[src/common/mcul_defines.vh]
`ifndef MCUL_DEFINES_VH
`define MCUL_DEFINES_VH

// model register address of the load trigger
`define MCUL_TRIG_ADDR 32'h0000_0079
// update data starts this many bytes past the header
`define MCUL_DATA_OFS 64'h0000_0000_0000_0030
// header word indices
`define MCUL_IDX_VERSION 30'h0000_0000
`define MCUL_IDX_DATA_SIZE 30'h0000_0008
`define MCUL_IDX_TOTAL_SIZE 30'h0000_0009
// header version this checker understands
`define MCUL_HDR_VERSION 32'h0000_0001
// word count when data size is zero
`define MCUL_DEFAULT_WORDS 30'h0000_0200
// a valid image sums to this
`define MCUL_SUM_GOOD 32'h0000_0000
// low address bits that must be zero for 16-byte alignment
`define MCUL_ALIGN_BITS 4
// reset values
`define MCUL_RST_ADDR 64'h0000_0000_0000_0000
`define MCUL_RST_SUM 32'h0000_0000
`define MCUL_RST_IDX 30'h0000_0000

`endif

[src/mcul_loader.v]
// Contract
// RULE1 - add all image dwords modulo 2^32; image valid only if sum is zero
// RULE2 - nonzero sum means corrupt image; loader should not load it
// RULE3 - every dword is added as an unsigned 32-bit value
// RULE4 - for header version one the sum covers the whole update
// RULE5 - zero data size means 2000-byte payload and a 512-dword sum
// RULE6 - nonzero data size means total size over four dwords
// RULE7 - model register write to 79h triggers a load from the data address
// RULE8 - loader puts low address bits in low word, high bits in high word
// RULE9 - trigger address points at update data, 48 bytes past header start
// RULE10 - update data sits on a 16-byte aligned reachable address
// RULE11 - update size is a whole number of kilobytes
// RULE12 - in real mode data stays inside one segment and its limit
// RULE13 - with paging all pages of the data are present
// RULE14 - hard reset drops the loaded update
// RULE15 - soft init keeps the loaded update
// RULE16 - repeated loads of one update act as a single load
// RULE17 - firmware reloads after every hard reset during self test
// RULE18 - each core has its own update facility
// RULE19 - any thread may load; loads to one core are serialised; the loader refuses a trigger during a running check and sets collide_q
// RULE20 - load sequence follows loader revision one
// RULE21 - each processor gets an update matching its signature
// RULE22 - done pulse after the last word, pass only when sum is zero
// RULE23 - misaligned or failing image keeps old update and raises error
`timescale 1ns/100ps
`default_nettype none
`include "mcul_defines.vh"

module mcul_loader #(
    parameter ADDR_W = 64,
    parameter CNT_W = 30
) (
    // clock, reset, enable
    input wire clock,
    input wire resetn,
    input wire ce,
    // soft initialisation event
    input wire init_event,
    // model register write port
    input wire model_register_write,
    input wire [31:0] msr_addr,
    input wire [63:0] msr_wdata,
    // image memory read port
    output reg mem_req_q,
    output reg [ADDR_W-1:0] mem_addr_q,
    input wire mem_valid,
    input wire [31:0] mem_rdata,
    // check results
    output reg busy_q,
    output reg chk_done_q,
    output reg chk_pass_q,
    output reg load_err_q,
    output reg collide_q,
    // applied update
    output reg update_active_q, // RULE18
    output reg update_apply_q,
    output reg [ADDR_W-1:0] update_addr_q
);

    // one-hot states
    localparam [3:0] ST_IDLE = 4'b0001;
    localparam [3:0] ST_REQ = 4'b0010;
    localparam [3:0] ST_WAIT = 4'b0100;
    localparam [3:0] ST_END = 4'b1000;

    reg [3:0] state_q;
    reg [3:0] state_d;
    reg [ADDR_W-1:0] base_q;
    reg [ADDR_W-1:0] data_addr_q;
    reg [CNT_W-1:0] idx_q;
    reg [CNT_W-1:0] words_q;
    reg [31:0] sum_q;
    reg [31:0] dsize_q;
    reg ver_ok_q;

    wire trig_hit;
    wire aligned;
    wire [31:0] sum_next;
    wire last_word;
    wire [CNT_W-1:0] idx_next;
    // decoded events and derived values of this cycle
    wire start;
    wire take_word;
    wire image_ok;
    wire [ADDR_W-1:0] hdr_base;
    wire [ADDR_W-1:0] next_addr;
    wire [CNT_W-1:0] total_words;

    // byte address of dword idx of an image whose header sits at base
    function [ADDR_W-1:0] word_addr;
        input [ADDR_W-1:0] base;
        input [CNT_W-1:0] idx;
        begin
            word_addr = base + {{(ADDR_W-CNT_W-2){1'b0}}, idx, 2'b00};
        end
    endfunction

    // image is good only with version one and a zero sum
    function image_good;
        input [31:0] sum;
        input ver_ok;
        begin
            image_good = (sum == `MCUL_SUM_GOOD) && ver_ok;
        end
    endfunction

    // dword count from a byte size; bits below a dword are dropped
    function [CNT_W-1:0] bytes_to_words;
        input [31:0] bytes;
        begin
            bytes_to_words = bytes[CNT_W+1:2];
        end
    endfunction

    // low address bits must be clear for 16-byte alignment
    function is_aligned;
        input [63:0] addr;
        begin
            is_aligned = (addr[`MCUL_ALIGN_BITS-1:0] == {`MCUL_ALIGN_BITS{1'b0}});
        end
    endfunction

    // trigger decode; the written value is the update data address
    assign trig_hit = model_register_write && (msr_addr == `MCUL_TRIG_ADDR); // RULE7
    // alignment of the supplied data address
    assign aligned = is_aligned(msr_wdata); // RULE23
    // unsigned modulo-2^32 accumulation, carry out dropped
    assign sum_next = sum_q + mem_rdata; // RULE1 RULE3
    assign idx_next = idx_q + {{(CNT_W-1){1'b0}}, 1'b1};
    assign last_word = (idx_next == words_q); // RULE4
    // a trigger that starts a check this cycle
    assign start = (state_q == ST_IDLE) && trig_hit && aligned && !init_event; // RULE7
    // a returned dword that the check takes this cycle
    assign take_word = (state_q == ST_WAIT) && mem_valid && !init_event;
    // header start, 48 bytes before the supplied data address
    assign hdr_base = msr_wdata[ADDR_W-1:0] - `MCUL_DATA_OFS; // RULE9
    // address of the dword after the one just taken
    assign next_addr = word_addr(base_q, idx_next);
    // length taken from the total-size field
    assign total_words = bytes_to_words(mem_rdata); // RULE6
    // verdict of the running sum
    assign image_ok = image_good(sum_q, ver_ok_q); // RULE1 RULE22

    // next state
    always @* begin
        state_d = state_q;
        case (state_q)
            ST_IDLE: begin
                if (trig_hit && aligned) begin
                    state_d = ST_REQ;
                end
            end
            ST_REQ: begin
                state_d = ST_WAIT;
            end
            ST_WAIT: begin
                if (mem_valid) begin
                    state_d = last_word ? ST_END : ST_REQ;
                end
            end
            ST_END: begin
                state_d = ST_IDLE;
            end
            default: begin
                state_d = ST_IDLE;
            end
        endcase
        if (init_event) begin
            state_d = ST_IDLE;
        end
    end

    // state register and handshake outputs
    always @(posedge clock) begin
        if (!resetn) begin
            state_q <= ST_IDLE;
            mem_req_q <= 1'b0;
            busy_q <= 1'b0;
        end else if (ce) begin
            state_q <= state_d;
            // one request per fetch state, so one word is outstanding at most
            mem_req_q <= (state_d == ST_REQ);
            // busy follows the next state, so it drops with the done pulse
            busy_q <= (state_d != ST_IDLE);
        end
    end

    // fetch address; index and base change at this same edge, so the
    // address is formed from their next values
    always @(posedge clock) begin
        if (!resetn) begin
            mem_addr_q <= `MCUL_RST_ADDR;
        end else if (ce) begin
            if (start) begin
                mem_addr_q <= word_addr(hdr_base, `MCUL_RST_IDX); // RULE9
            end else if (take_word && !last_word) begin
                mem_addr_q <= next_addr; // RULE4
            end
        end
    end

    // check setup; header lies 48 bytes before the data
    always @(posedge clock) begin
        if (!resetn) begin
            base_q <= `MCUL_RST_ADDR;
            data_addr_q <= `MCUL_RST_ADDR;
        end else if (ce && start) begin
            data_addr_q <= msr_wdata[ADDR_W-1:0];
            base_q <= hdr_base; // RULE9
        end
    end

    // running sum, word index and header fields
    always @(posedge clock) begin
        if (!resetn) begin
            idx_q <= `MCUL_RST_IDX;
            words_q <= `MCUL_DEFAULT_WORDS;
            sum_q <= `MCUL_RST_SUM;
            dsize_q <= `MCUL_RST_SUM;
            ver_ok_q <= 1'b0;
        end else if (ce) begin
            if (start) begin
                // a new check forgets the header of the last one
                idx_q <= `MCUL_RST_IDX;
                words_q <= `MCUL_DEFAULT_WORDS; // RULE5
                sum_q <= `MCUL_RST_SUM;
                dsize_q <= `MCUL_RST_SUM;
                ver_ok_q <= 1'b0;
            end else if (take_word) begin
                sum_q <= sum_next; // RULE1
                idx_q <= idx_next;
                if (idx_q == `MCUL_IDX_VERSION) begin
                    ver_ok_q <= (mem_rdata == `MCUL_HDR_VERSION); // RULE4
                end
                if (idx_q == `MCUL_IDX_DATA_SIZE) begin
                    dsize_q <= mem_rdata;
                end
                // total size in dwords, used only when data size was nonzero
                if (idx_q == `MCUL_IDX_TOTAL_SIZE && dsize_q != `MCUL_RST_SUM) begin
                    words_q <= total_words; // RULE6
                end
            end
        end
    end

    // check verdict and done pulse
    always @(posedge clock) begin
        if (!resetn) begin
            chk_done_q <= 1'b0;
            chk_pass_q <= 1'b0;
        end else if (ce) begin
            chk_done_q <= 1'b0;
            // a new trigger clears the last verdict
            if (trig_hit && state_q == ST_IDLE) begin
                chk_pass_q <= 1'b0;
            end
            // done pulse with verdict after the last word; an abort gives none
            if (state_q == ST_END && !init_event) begin
                chk_done_q <= 1'b1; // RULE22
                chk_pass_q <= image_ok; // RULE22 RULE1
            end
        end
    end

    // sticky error and collision flags; set and clear never share a cycle
    always @(posedge clock) begin
        if (!resetn) begin
            load_err_q <= 1'b0;
            collide_q <= 1'b0;
        end else if (ce) begin
            // a trigger while a check runs is refused
            if (trig_hit && state_q != ST_IDLE) begin
                collide_q <= 1'b1; // RULE19
            end
            // new trigger clears old status; a misaligned one sets the error
            if (trig_hit && state_q == ST_IDLE) begin
                collide_q <= 1'b0;
                load_err_q <= !aligned; // RULE23
            end
            // a failed check raises the error
            if (state_q == ST_END && !init_event && !image_ok) begin
                load_err_q <= 1'b1; // RULE23
            end
        end
    end

    // applied update; only hard reset clears it, soft init leaves it alone
    always @(posedge clock) begin
        if (!resetn) begin
            update_active_q <= 1'b0; // RULE14
            update_apply_q <= 1'b0;
            update_addr_q <= `MCUL_RST_ADDR; // RULE14
        end else if (ce) begin
            update_apply_q <= 1'b0;
            // a failed or aborted check falls through and keeps the old update
            if (state_q == ST_END && !init_event && image_ok) begin // RULE15 RULE23
                // same image again rewrites the same state
                update_active_q <= 1'b1; // RULE16
                update_apply_q <= 1'b1;
                update_addr_q <= data_addr_q; // RULE16
            end
        end
    end

endmodule

`default_nettype wire

[config.mk]
export PLATFORM = sky130hd
export DESIGN_NAME = mcul_loader
export DESIGN_NICKNAME = d
export VERILOG_FILES = /design/src/mcul_loader.v
export VERILOG_INCLUDE_DIRS = /design/src /design/src/common
export SDC_FILE = /design/constraint.sdc
export NUM_CORES = 1
export LEC_CHECK = 0
export ABC_AREA = 1
export BUFFER_PORTS_ARGS = -buffer_cell sky130_fd_sc_hd__buf_2
export CORE_MARGIN = 3
export CORE_UTILIZATION = 45
export CTS_BUF_LIST = sky130_fd_sc_hd__clkbuf_8
export DETAILED_ROUTE_END_ITERATION = 10
export GPL_ROUTABILITY_DRIVEN = 1
export GPL_TIMING_DRIVEN = 1
export REMOVE_ABC_BUFFERS = 1
export SETUP_SLACK_MARGIN = 0.15
export SLEW_MARGIN = 20
export SYNTH_ARGS = -nofsm -noshare
export SYNTH_HDL_FRONTEND = slang
export SYNTH_SLANG_ARGS = --single-unit
[constraint.sdc]
create_clock -name clock -period 3.76 [get_ports clock]
set_input_delay 0.188 -clock clock [delete_from_list [all_inputs] [get_ports clock]]
set_output_delay 0.188 -clock clock [all_outputs]
set_load 0.005 [all_outputs]
==> summary.md, run 1 <==
| Metric | Value |
|---|---|
| Asr flop ratio synth | 0 |
| Worst-margin pin slew | 1.09 ns |
| Final Setup Violations | 0 |
| Min cycle time layout | 3.43 ns |
| Vias in the first global route | 23700 |
| Area contributors post-synth | dfxtp_1, nand2_1, a21oi_1, nor2_1, o21ai_0 |
| FP Rows | 81 |
| Req. time, crit path | 4.29 ns |
| Gr usage total | 0.305 |
| Final nets | 4113 |
| Sw Share | 0.255 |
| Ant. Diodes | 0 |
| Fin. Hold Viols | 0 |
| Setup tns final | 0 ns |
| Pwr/cell area | 310 mW/mm2 |
| Root buf cell | clkbuf_8 |
| Post-synthesis average cell area | 6.45 um2 |
| Share of the synthesized area in the top cell type | 0.342 |
| Die width | 231 um |
| Post-Place Cell Area | 0.0251 mm2 |
| Largest area contributor in the netlist | dfxtp_1 |
| Routability Congestion | 0.975 |
| Setup ws final | 0.326 ns |
| Clock power share | 0.457 |
| Die ar. | 0.0533 mm2 |
| Max Clk Rate | 291 MHz |
| Worst VDD drop | 265 uV |
| Layout cells sized above 1 | 0.147 |
| DRC Markers | 0 |
| Clk slew on worst S/H paths | 0.06 ns |
| Detailed Routing Iterations Pass 1 | 5 |
| Initial antenna violation count | 1 |
| Overflow after GRT | 0 |
| P_sw | 2.20 mW |
| Critical Path Fanout Max | 4 |
| Ys flop type | dfxtp_1 |
| DP Wirelength | 62.1 mm |
| Core Util, Final | 0.563 |
| Design area | 0.0278 mm2 |
| Die span in y | 231 um |
| Sequential share of power | 0.479 |
| Combinational share of power | 0.064 |
| Cells after Synth | 3527 |
| CTS tree | built |
| Period Utilization, post-route | 0.913 |
| Unique cell type count in the Yosys netlist | 54 |
| RSZ-0062 raised after global routing | true |
| Startpoint Class | flop |
| Initial Util | 0.460 |
| Max Slew Vio Count | 0 |
| Post-Syn Area | 0.0228 mm2 |
| Max-Cap Viols | 0 |
| First-pass GRT wire length | 130 mm |
| Hold Path Class | in -> reg |
| H-Tree Depth | 3 |
| Worst EP arrival | 3.97 ns |
| Routed wire length | 84.2 mm |
| DR WL/cell | 18.2 um |
| Crit path capture type | flop |
| DRT antenna net count | 0 |
| Largest net degree at the start of global routing | 128 |
| Layout Area Growth over Synthesis | 22.3% |
| Leakage | 12.5 nW |
| Clock Latency Late Sink | 0.66 ns |
| Hold_ws | 0.128 ns |
| Int Pwr | 6.43 mW |
| Critical path type | reg -> reg |
| Status | completed |
| Via count | 25000 |
| Register area share after synthesis | 0.342 |
| Max_slew headroom | 0.276 |
| Core area | 0.0495 mm2 |
| Vias per cell | 5.42 |
| CTS buffer count | 71 |
| Iter 0 DRT Violations | 1871 |
| Clock sink count | 389 |
| Synth Register Bits | 389 |
| Layout Skew | 0.0282 ns |
| Ys Warns | 0 |
| Commonest non-fill, non-tap cell in the layout | nand2_1 |
| Buffers on Ports | 269 |
| Clock buffer depth | 3 |
| Number of flops mapped to enable cells by yosys | 0 |
| Most frequent cells in the layout | nand2_1, nor2_1, inv_1 |
| Pre-CTS setup slack | -0.0420 ns |
| # IOs | 270 |
worst paths after layout:
| path | start | to | slack [ns] | cells past startpoint |
|---|---|---|---|---|
| setup / recovery | idx_q[8] | mem_addr_q[28] | 0.33 | 21 |
| setup reg to reg | idx_q[8] | mem_addr_q[28] | 0.33 | 21 |
| hold reg to reg | update_addr_q[36] | update_addr_q[36] | 0.44 | 2 |
| hold / removal | msr_wdata[1] | load_err_q | 0.13 | 6 |
flip-flops by register name, summed over array words and instances (netlist names), 4 cells and up:
register / flops
base_q: 64
mem_addr_q: 64
update_addr_q: 64
data_addr_q: 60
dsize_q: 32
sum_q: 32
idx_q: 30
words_q: 30
state_q: 4
routing by layer:
metal	GRT usage	vias up	routed length, um
met2	0.504	826	39000
met1	0.409	11700	37400
met3	0.0441	161	5080
met5	0	-	0
met4	0.101	0	2690
li1	-	12400	-
stage by stage:
step           std cells  total power [mW]
2_1_floorplan       3382              4.43
3_3_place_gp        4396              4.68
3_5_place_dp        4396              4.69
4_1_cts             4615              8.71
5_1_grt             4616              8.94
6_report            4616              8.62
worst max-delay path, stage by stage, from the launching register on:
cell and delay (ns):
dfxtp_1 0.35, nand2_1 0.12, buf_4 0.16, nor2_2 0.12
nand3_1 0.13, inv_2 0.11, nand2_1 0.07, nand2_1 0.08
inv_1 0.15, ha_4 0.27, a21oi_1 0.24, o21ai_0 0.14
a21oi_1 0.14, nand2_1 0.13, buf_4 0.18, nand2_1 0.07
nand3_2 0.12, or2_2 0.30, a31oi_1 0.17, nand3_1 0.12
nand2_1 0.09, nor2_1 0.05
repair_timing:
item                                    4_1_cts  5_1_grt
buffers inserted                              0        1
pin swaps                                     0        5
gates resized for setup                       8      100
hold endpoints to repair                    182        0
hold buffers                                103        0
endpoints found under the setup margin       21       46
cells by family (layout without fill, tap and decap cells):
group / Yosys count / in the layout / synth area share
and+or+nand+nor: 1622 / 1622 / 0.302
AOI/OAI and AO/OA: 795 / 795 / 0.186
buffers and inverters: 557 / 982 / 0.0940
DFF: 389 / 389 / 0.342
xor gates and xnor gates: 92 / 92 / 0.0361
adders and majority gates: 70 / 70 / 0.0391
muxes: 2 / 2 / 0.000879
Yosys cell counts, types with 3 or more instances:
master	instances
xnor2_1	10
nor3_1	48
nor2_1	472
nor4_1	45
or2_2	16
inv_1	408
nand2_2	3
nand3_2	3
nand3b_1	13
a21o_1	10
a211oi_1	48
ha_1	68
buf_1	11
nand3_1	215
buf_2	21
a31oi_1	8
o21a_1	8
buf_4	6
o211ai_1	4
a21oi_1	376
o31ai_1	3
o21ai_0	319
nor2_4	3
dfxtp_1	389
nand2_1	728
nor2_2	9
inv_2	3
clkbuf_1	107
xor2_1	81
o21ai_1	3
nand4_1	47
and2_1	5
and3_1	5
a21boi_0	3
layout make-up:
| cell class | instances | area, um2 |
|---|---|---|
| Tap cell | 664 | 831 |
| Timing Repair Buffer | 454 | 3070 |
| Sequential cell | 389 | 7800 |
| Fill cell | 4969 | 21600 |
| Clock buffer | 88 | 1210 |
| Multi-Input combinational cell | 2581 | 13300 |
| Clock inverter | 28 | 133 |
| Inverter | 412 | 1550 |
power by group through the flow:
| stage | sequential, mW | clock (mW) | combinational [mW] |
|---|---|---|---|
| after floorplan | 4.22 | 0 | 0.207 |
| after global placement | 4.22 | 0 | 0.463 |
| after detailed placement | 4.22 | 0 | 0.467 |
| after CTS | 4.13 | 4.03 | 0.549 |
| after global routing | 4.13 | 4.20 | 0.608 |
| final | 4.13 | 3.94 | 0.555 |
Note: power is estimated with default switching activity, not from simulation.
==> run 2, diff against run 1 <==
--- a/config.mk
+++ b/config.mk
@@ -7,7 +7,7 @@
 export NUM_CORES = 1
 export LEC_CHECK = 0
 export ABC_AREA = 1
-export BUFFER_PORTS_ARGS = -buffer_cell sky130_fd_sc_hd__buf_2
+export BUFFER_PORTS_ARGS = -buffer_cell sky130_fd_sc_hd__buf_4
 export CORE_MARGIN = 3
 export CORE_UTILIZATION = 45
 export CTS_BUF_LIST = sky130_fd_sc_hd__clkbuf_8
==> constraint.sdc (replaced) <==
create_clock -name clock -period 3.2 [get_ports clock]
set_input_delay 0.16 -clock clock [delete_from_list [all_inputs] [get_ports clock]]
set_output_delay 0.16 -clock clock [all_outputs]
set_load 0.005 [all_outputs]
==> run 2 against run 1 <==
  * The flow now finishes with violations (negative setup slack)
  * Via count rose by 5.9%
  * Hold slack got worse by 0.042 ns
  * Non-clock buffer count rose by 245
  * Setup slack got worse by 0.40 ns
  * Critical path type unchanged
  * Largest cell class unchanged
  * Largest power group is now the clock network
==> summary.md, run 2 (synthesis results as in run 1) <==
| Metric | Value |
|---|---|
| Vias per cell | 5.44 |
| First-pass GRT wire length | 138 mm |
| Final nets | 4359 |
| Layout cells sized above 1 | 0.256 |
| Post-Place Cell Area | 0.0273 mm2 |
| Clock buffer depth | 3 |
| Crit path capture type | flop |
| Routability Congestion | 0.995 |
| Detailed Routing Iterations Pass 1 | 7 |
| Startpoint Class | flop |
| Status | finished with violations |
| Design area | 0.0320 mm2 |
| Iter 0 DRT Violations | 2063 |
| Footprint of the multi-input gates | 0.0146 mm2 |
| Pwr/cell area | 331 mW/mm2 |
| Worst-margin pin slew | 0.953 ns |
| Cell Chain, Critical Path | ha_4 -> nand3_4 -> nor2_4 -> buf_6 -> nand3_1 -> nand2_1 -> nand2_2 -> inv_4 -> ha_4 -> a21oi_4 -> o21ai_2 -> a21oi_2 -> nor2_1 -> nor2_1 -> nand2_2 -> buf_6 -> or2_2 -> nand3_2 -> o21ai_1 -> nand3_1 -> a21oi_1 |
| Leakage | 14.3 nW |
| Clock sink count | 389 |
| CP max stage cell | dfxtp_2 |
| Post-Place Cells | 4593 |
| Clock Latency Late Sink | 0.69 ns |
| Post-layout power | 10.6 mW |
| Req. time, crit path | 3.76 ns |
| DRC Markers | 0 |
| DRT antenna net count | 0 |
| Via count | 26500 |
| CTS tree | built |
| Die width | 231 um |
| Crit path buf inv count | 3 |
| Critical path type | reg -> reg |
| Vias in the first global route | 25200 |
| Max Clk Rate | 305 MHz |
| Failing checks | negative setup slack |
| Period Utilization, post-route | 1.02 |
| Family with the most delay on the worst path | simple AND/OR/NAND/NOR gates |
| Setup ws final | -0.0735 ns |
| Die ar. | 0.0533 mm2 |
| Stages on worst setup path | 21 |
| Largest registers in the final layout | base_q (64), mem_addr_q (64), update_addr_q (64) |
| Register area | 0.00784 mm2 |
| Worst EP arrival | 3.83 ns |
| Die span in y | 231 um |
| Max incr delay on CP | 0.36 ns |
| Largest net degree at the start of global routing | 151 |
| RSZ-0062 raised after global routing | true |
| Final std cells w/o fill | 4872 |
| Critical Path Fanout Max | 5 |
| Routed wire length | 90.5 mm |
| DP Wirelength | 64.4 mm |
| Buffers on Ports | 269 |
| Hold depth | 6 |
| Max-Cap Viols | 0 |
| Final Setup Violations | 10 |
| # IOs | 270 |
| Initial Util | 0.460 |
| Min cycle time layout | 3.27 ns |
| Fin. Hold Viols | 0 |
| FP Rows | 81 |
| Worst VDD drop | 324 uV |
| Hold Path Class | in -> reg |
| Layout Skew | 0.0314 ns |
| Root buf cell | clkbuf_8 |
| H-Tree Depth | 3 |
| Initial antenna violation count | 0 |
| Overflow after GRT | 0 |
| Pre-CTS setup slack | -0.548 ns |
| Filler cells | 4439 |
| Core area | 0.0495 mm2 |
| Commonest non-fill, non-tap cell in the layout | nand2_1 |
| Most frequent cells in the layout | nand2_1, buf_4, nor2_1 |
| CTS buffer count | 72 |
| Core Util, Final | 0.648 |
| Depth of the most critical reg-to-reg path | 21 |
| Max Slew Vio Count | 0 |
| Layout Area Growth over Synthesis | 40.8% |
| DR WL/cell | 18.6 um |
| Clk slew on worst S/H paths | 0.06 ns |
| Gr usage total | 0.324 |
| Max_slew headroom | 0.365 |
==> run 2: cell count changes in the layout (fill, tap and decap cells not counted), moves of 29 or more <==
cell	before	now
buf_4	76	571
buf_2	268	0
nand2_1	715	621
nand2_2	15	78
nand2_4	2	31
o21ai_0	307	278
==> run 2: repair_timing <==
action | in CTS | in global routing
buffers inserted | 29 | 24
cloned | 2 | 0
endpoints found under the setup margin | 66 | 69
endpoints found under the hold margin | 209 | 0
resized for setup | 270 | 228
hold buffers | 97 | 0
pin swaps | 81 | 95
==> run 2: per-layer routing <==
| layer | up-vias | GRT usage | part of all wire |
|---|---|---|---|
| met1 | 12300 | 0.424 | 0.42 |
| met5 | - | 0 | 0 |
| li1 | 12900 | - | - |
| met4 | 0 | 0.109 | 0.035 |
| met2 | 1120 | 0.546 | 0.47 |
| met3 | 211 | 0.0473 | 0.071 |
==> run 2: final timing paths <==
kind | slack [ns] | startpoint | endpoint
min | 0.09 | msr_wdata[2] | load_err_q
max | -0.07 | idx_q[0] | mem_addr_q[31]
min reg2reg | 0.45 | update_addr_q[21] | update_addr_q[21]
max reg2reg | -0.07 | idx_q[0] | mem_addr_q[31]
==> run 2: cell type report <==
| cell class | instances | area share |
|---|---|---|
| diodes | 1 | 0.0000781 |
| clock buffers | 90 | 0.0387 |
| clock inverters | 36 | 0.00789 |
| inverters | 412 | 0.0486 |
| multi-input cells | 2581 | 0.456 |
| flip-flops and latches | 389 | 0.245 |
| well taps | 664 | 0.0259 |
| repair buffers | 699 | 0.179 |
==> run 2: where the power goes <==
part	switching [mW]	leakage (nW)	internal, mW
combinational	0.428	10.3	0.295
clock	2.26	0.844	2.78
sequential	0.00470	3.15	4.84
total	2.69	14.3	7.92
==> run 2: metrics by stage <==
stage               setup TNS, ns  hold WS (ns)
global route                -7.37        0.0936
detailed placement         -16.74         0.401
finish                     -0.300        0.0864
global placement           -12.94         0.393
floorplan                 -700.23         0.249
CTS                             0        0.0386
==> run 2: worst register-to-register path: stages, from the launching register on <==
cell     delay [ns]
dfxtp_2        0.36
ha_4           0.18
nand3_4        0.09
nor2_4         0.23
buf_6          0.19
nand3_1        0.10
nand2_1        0.11
nand2_2        0.08
inv_4          0.08
ha_4           0.22
a21oi_4        0.21
o21ai_2        0.11
a21oi_2        0.16
nor2_1         0.06
nor2_1         0.13
nand2_2        0.10
buf_6          0.13
or2_2          0.27
nand3_2        0.08
o21ai_1        0.09
nand3_1        0.11
a21oi_1        0.07
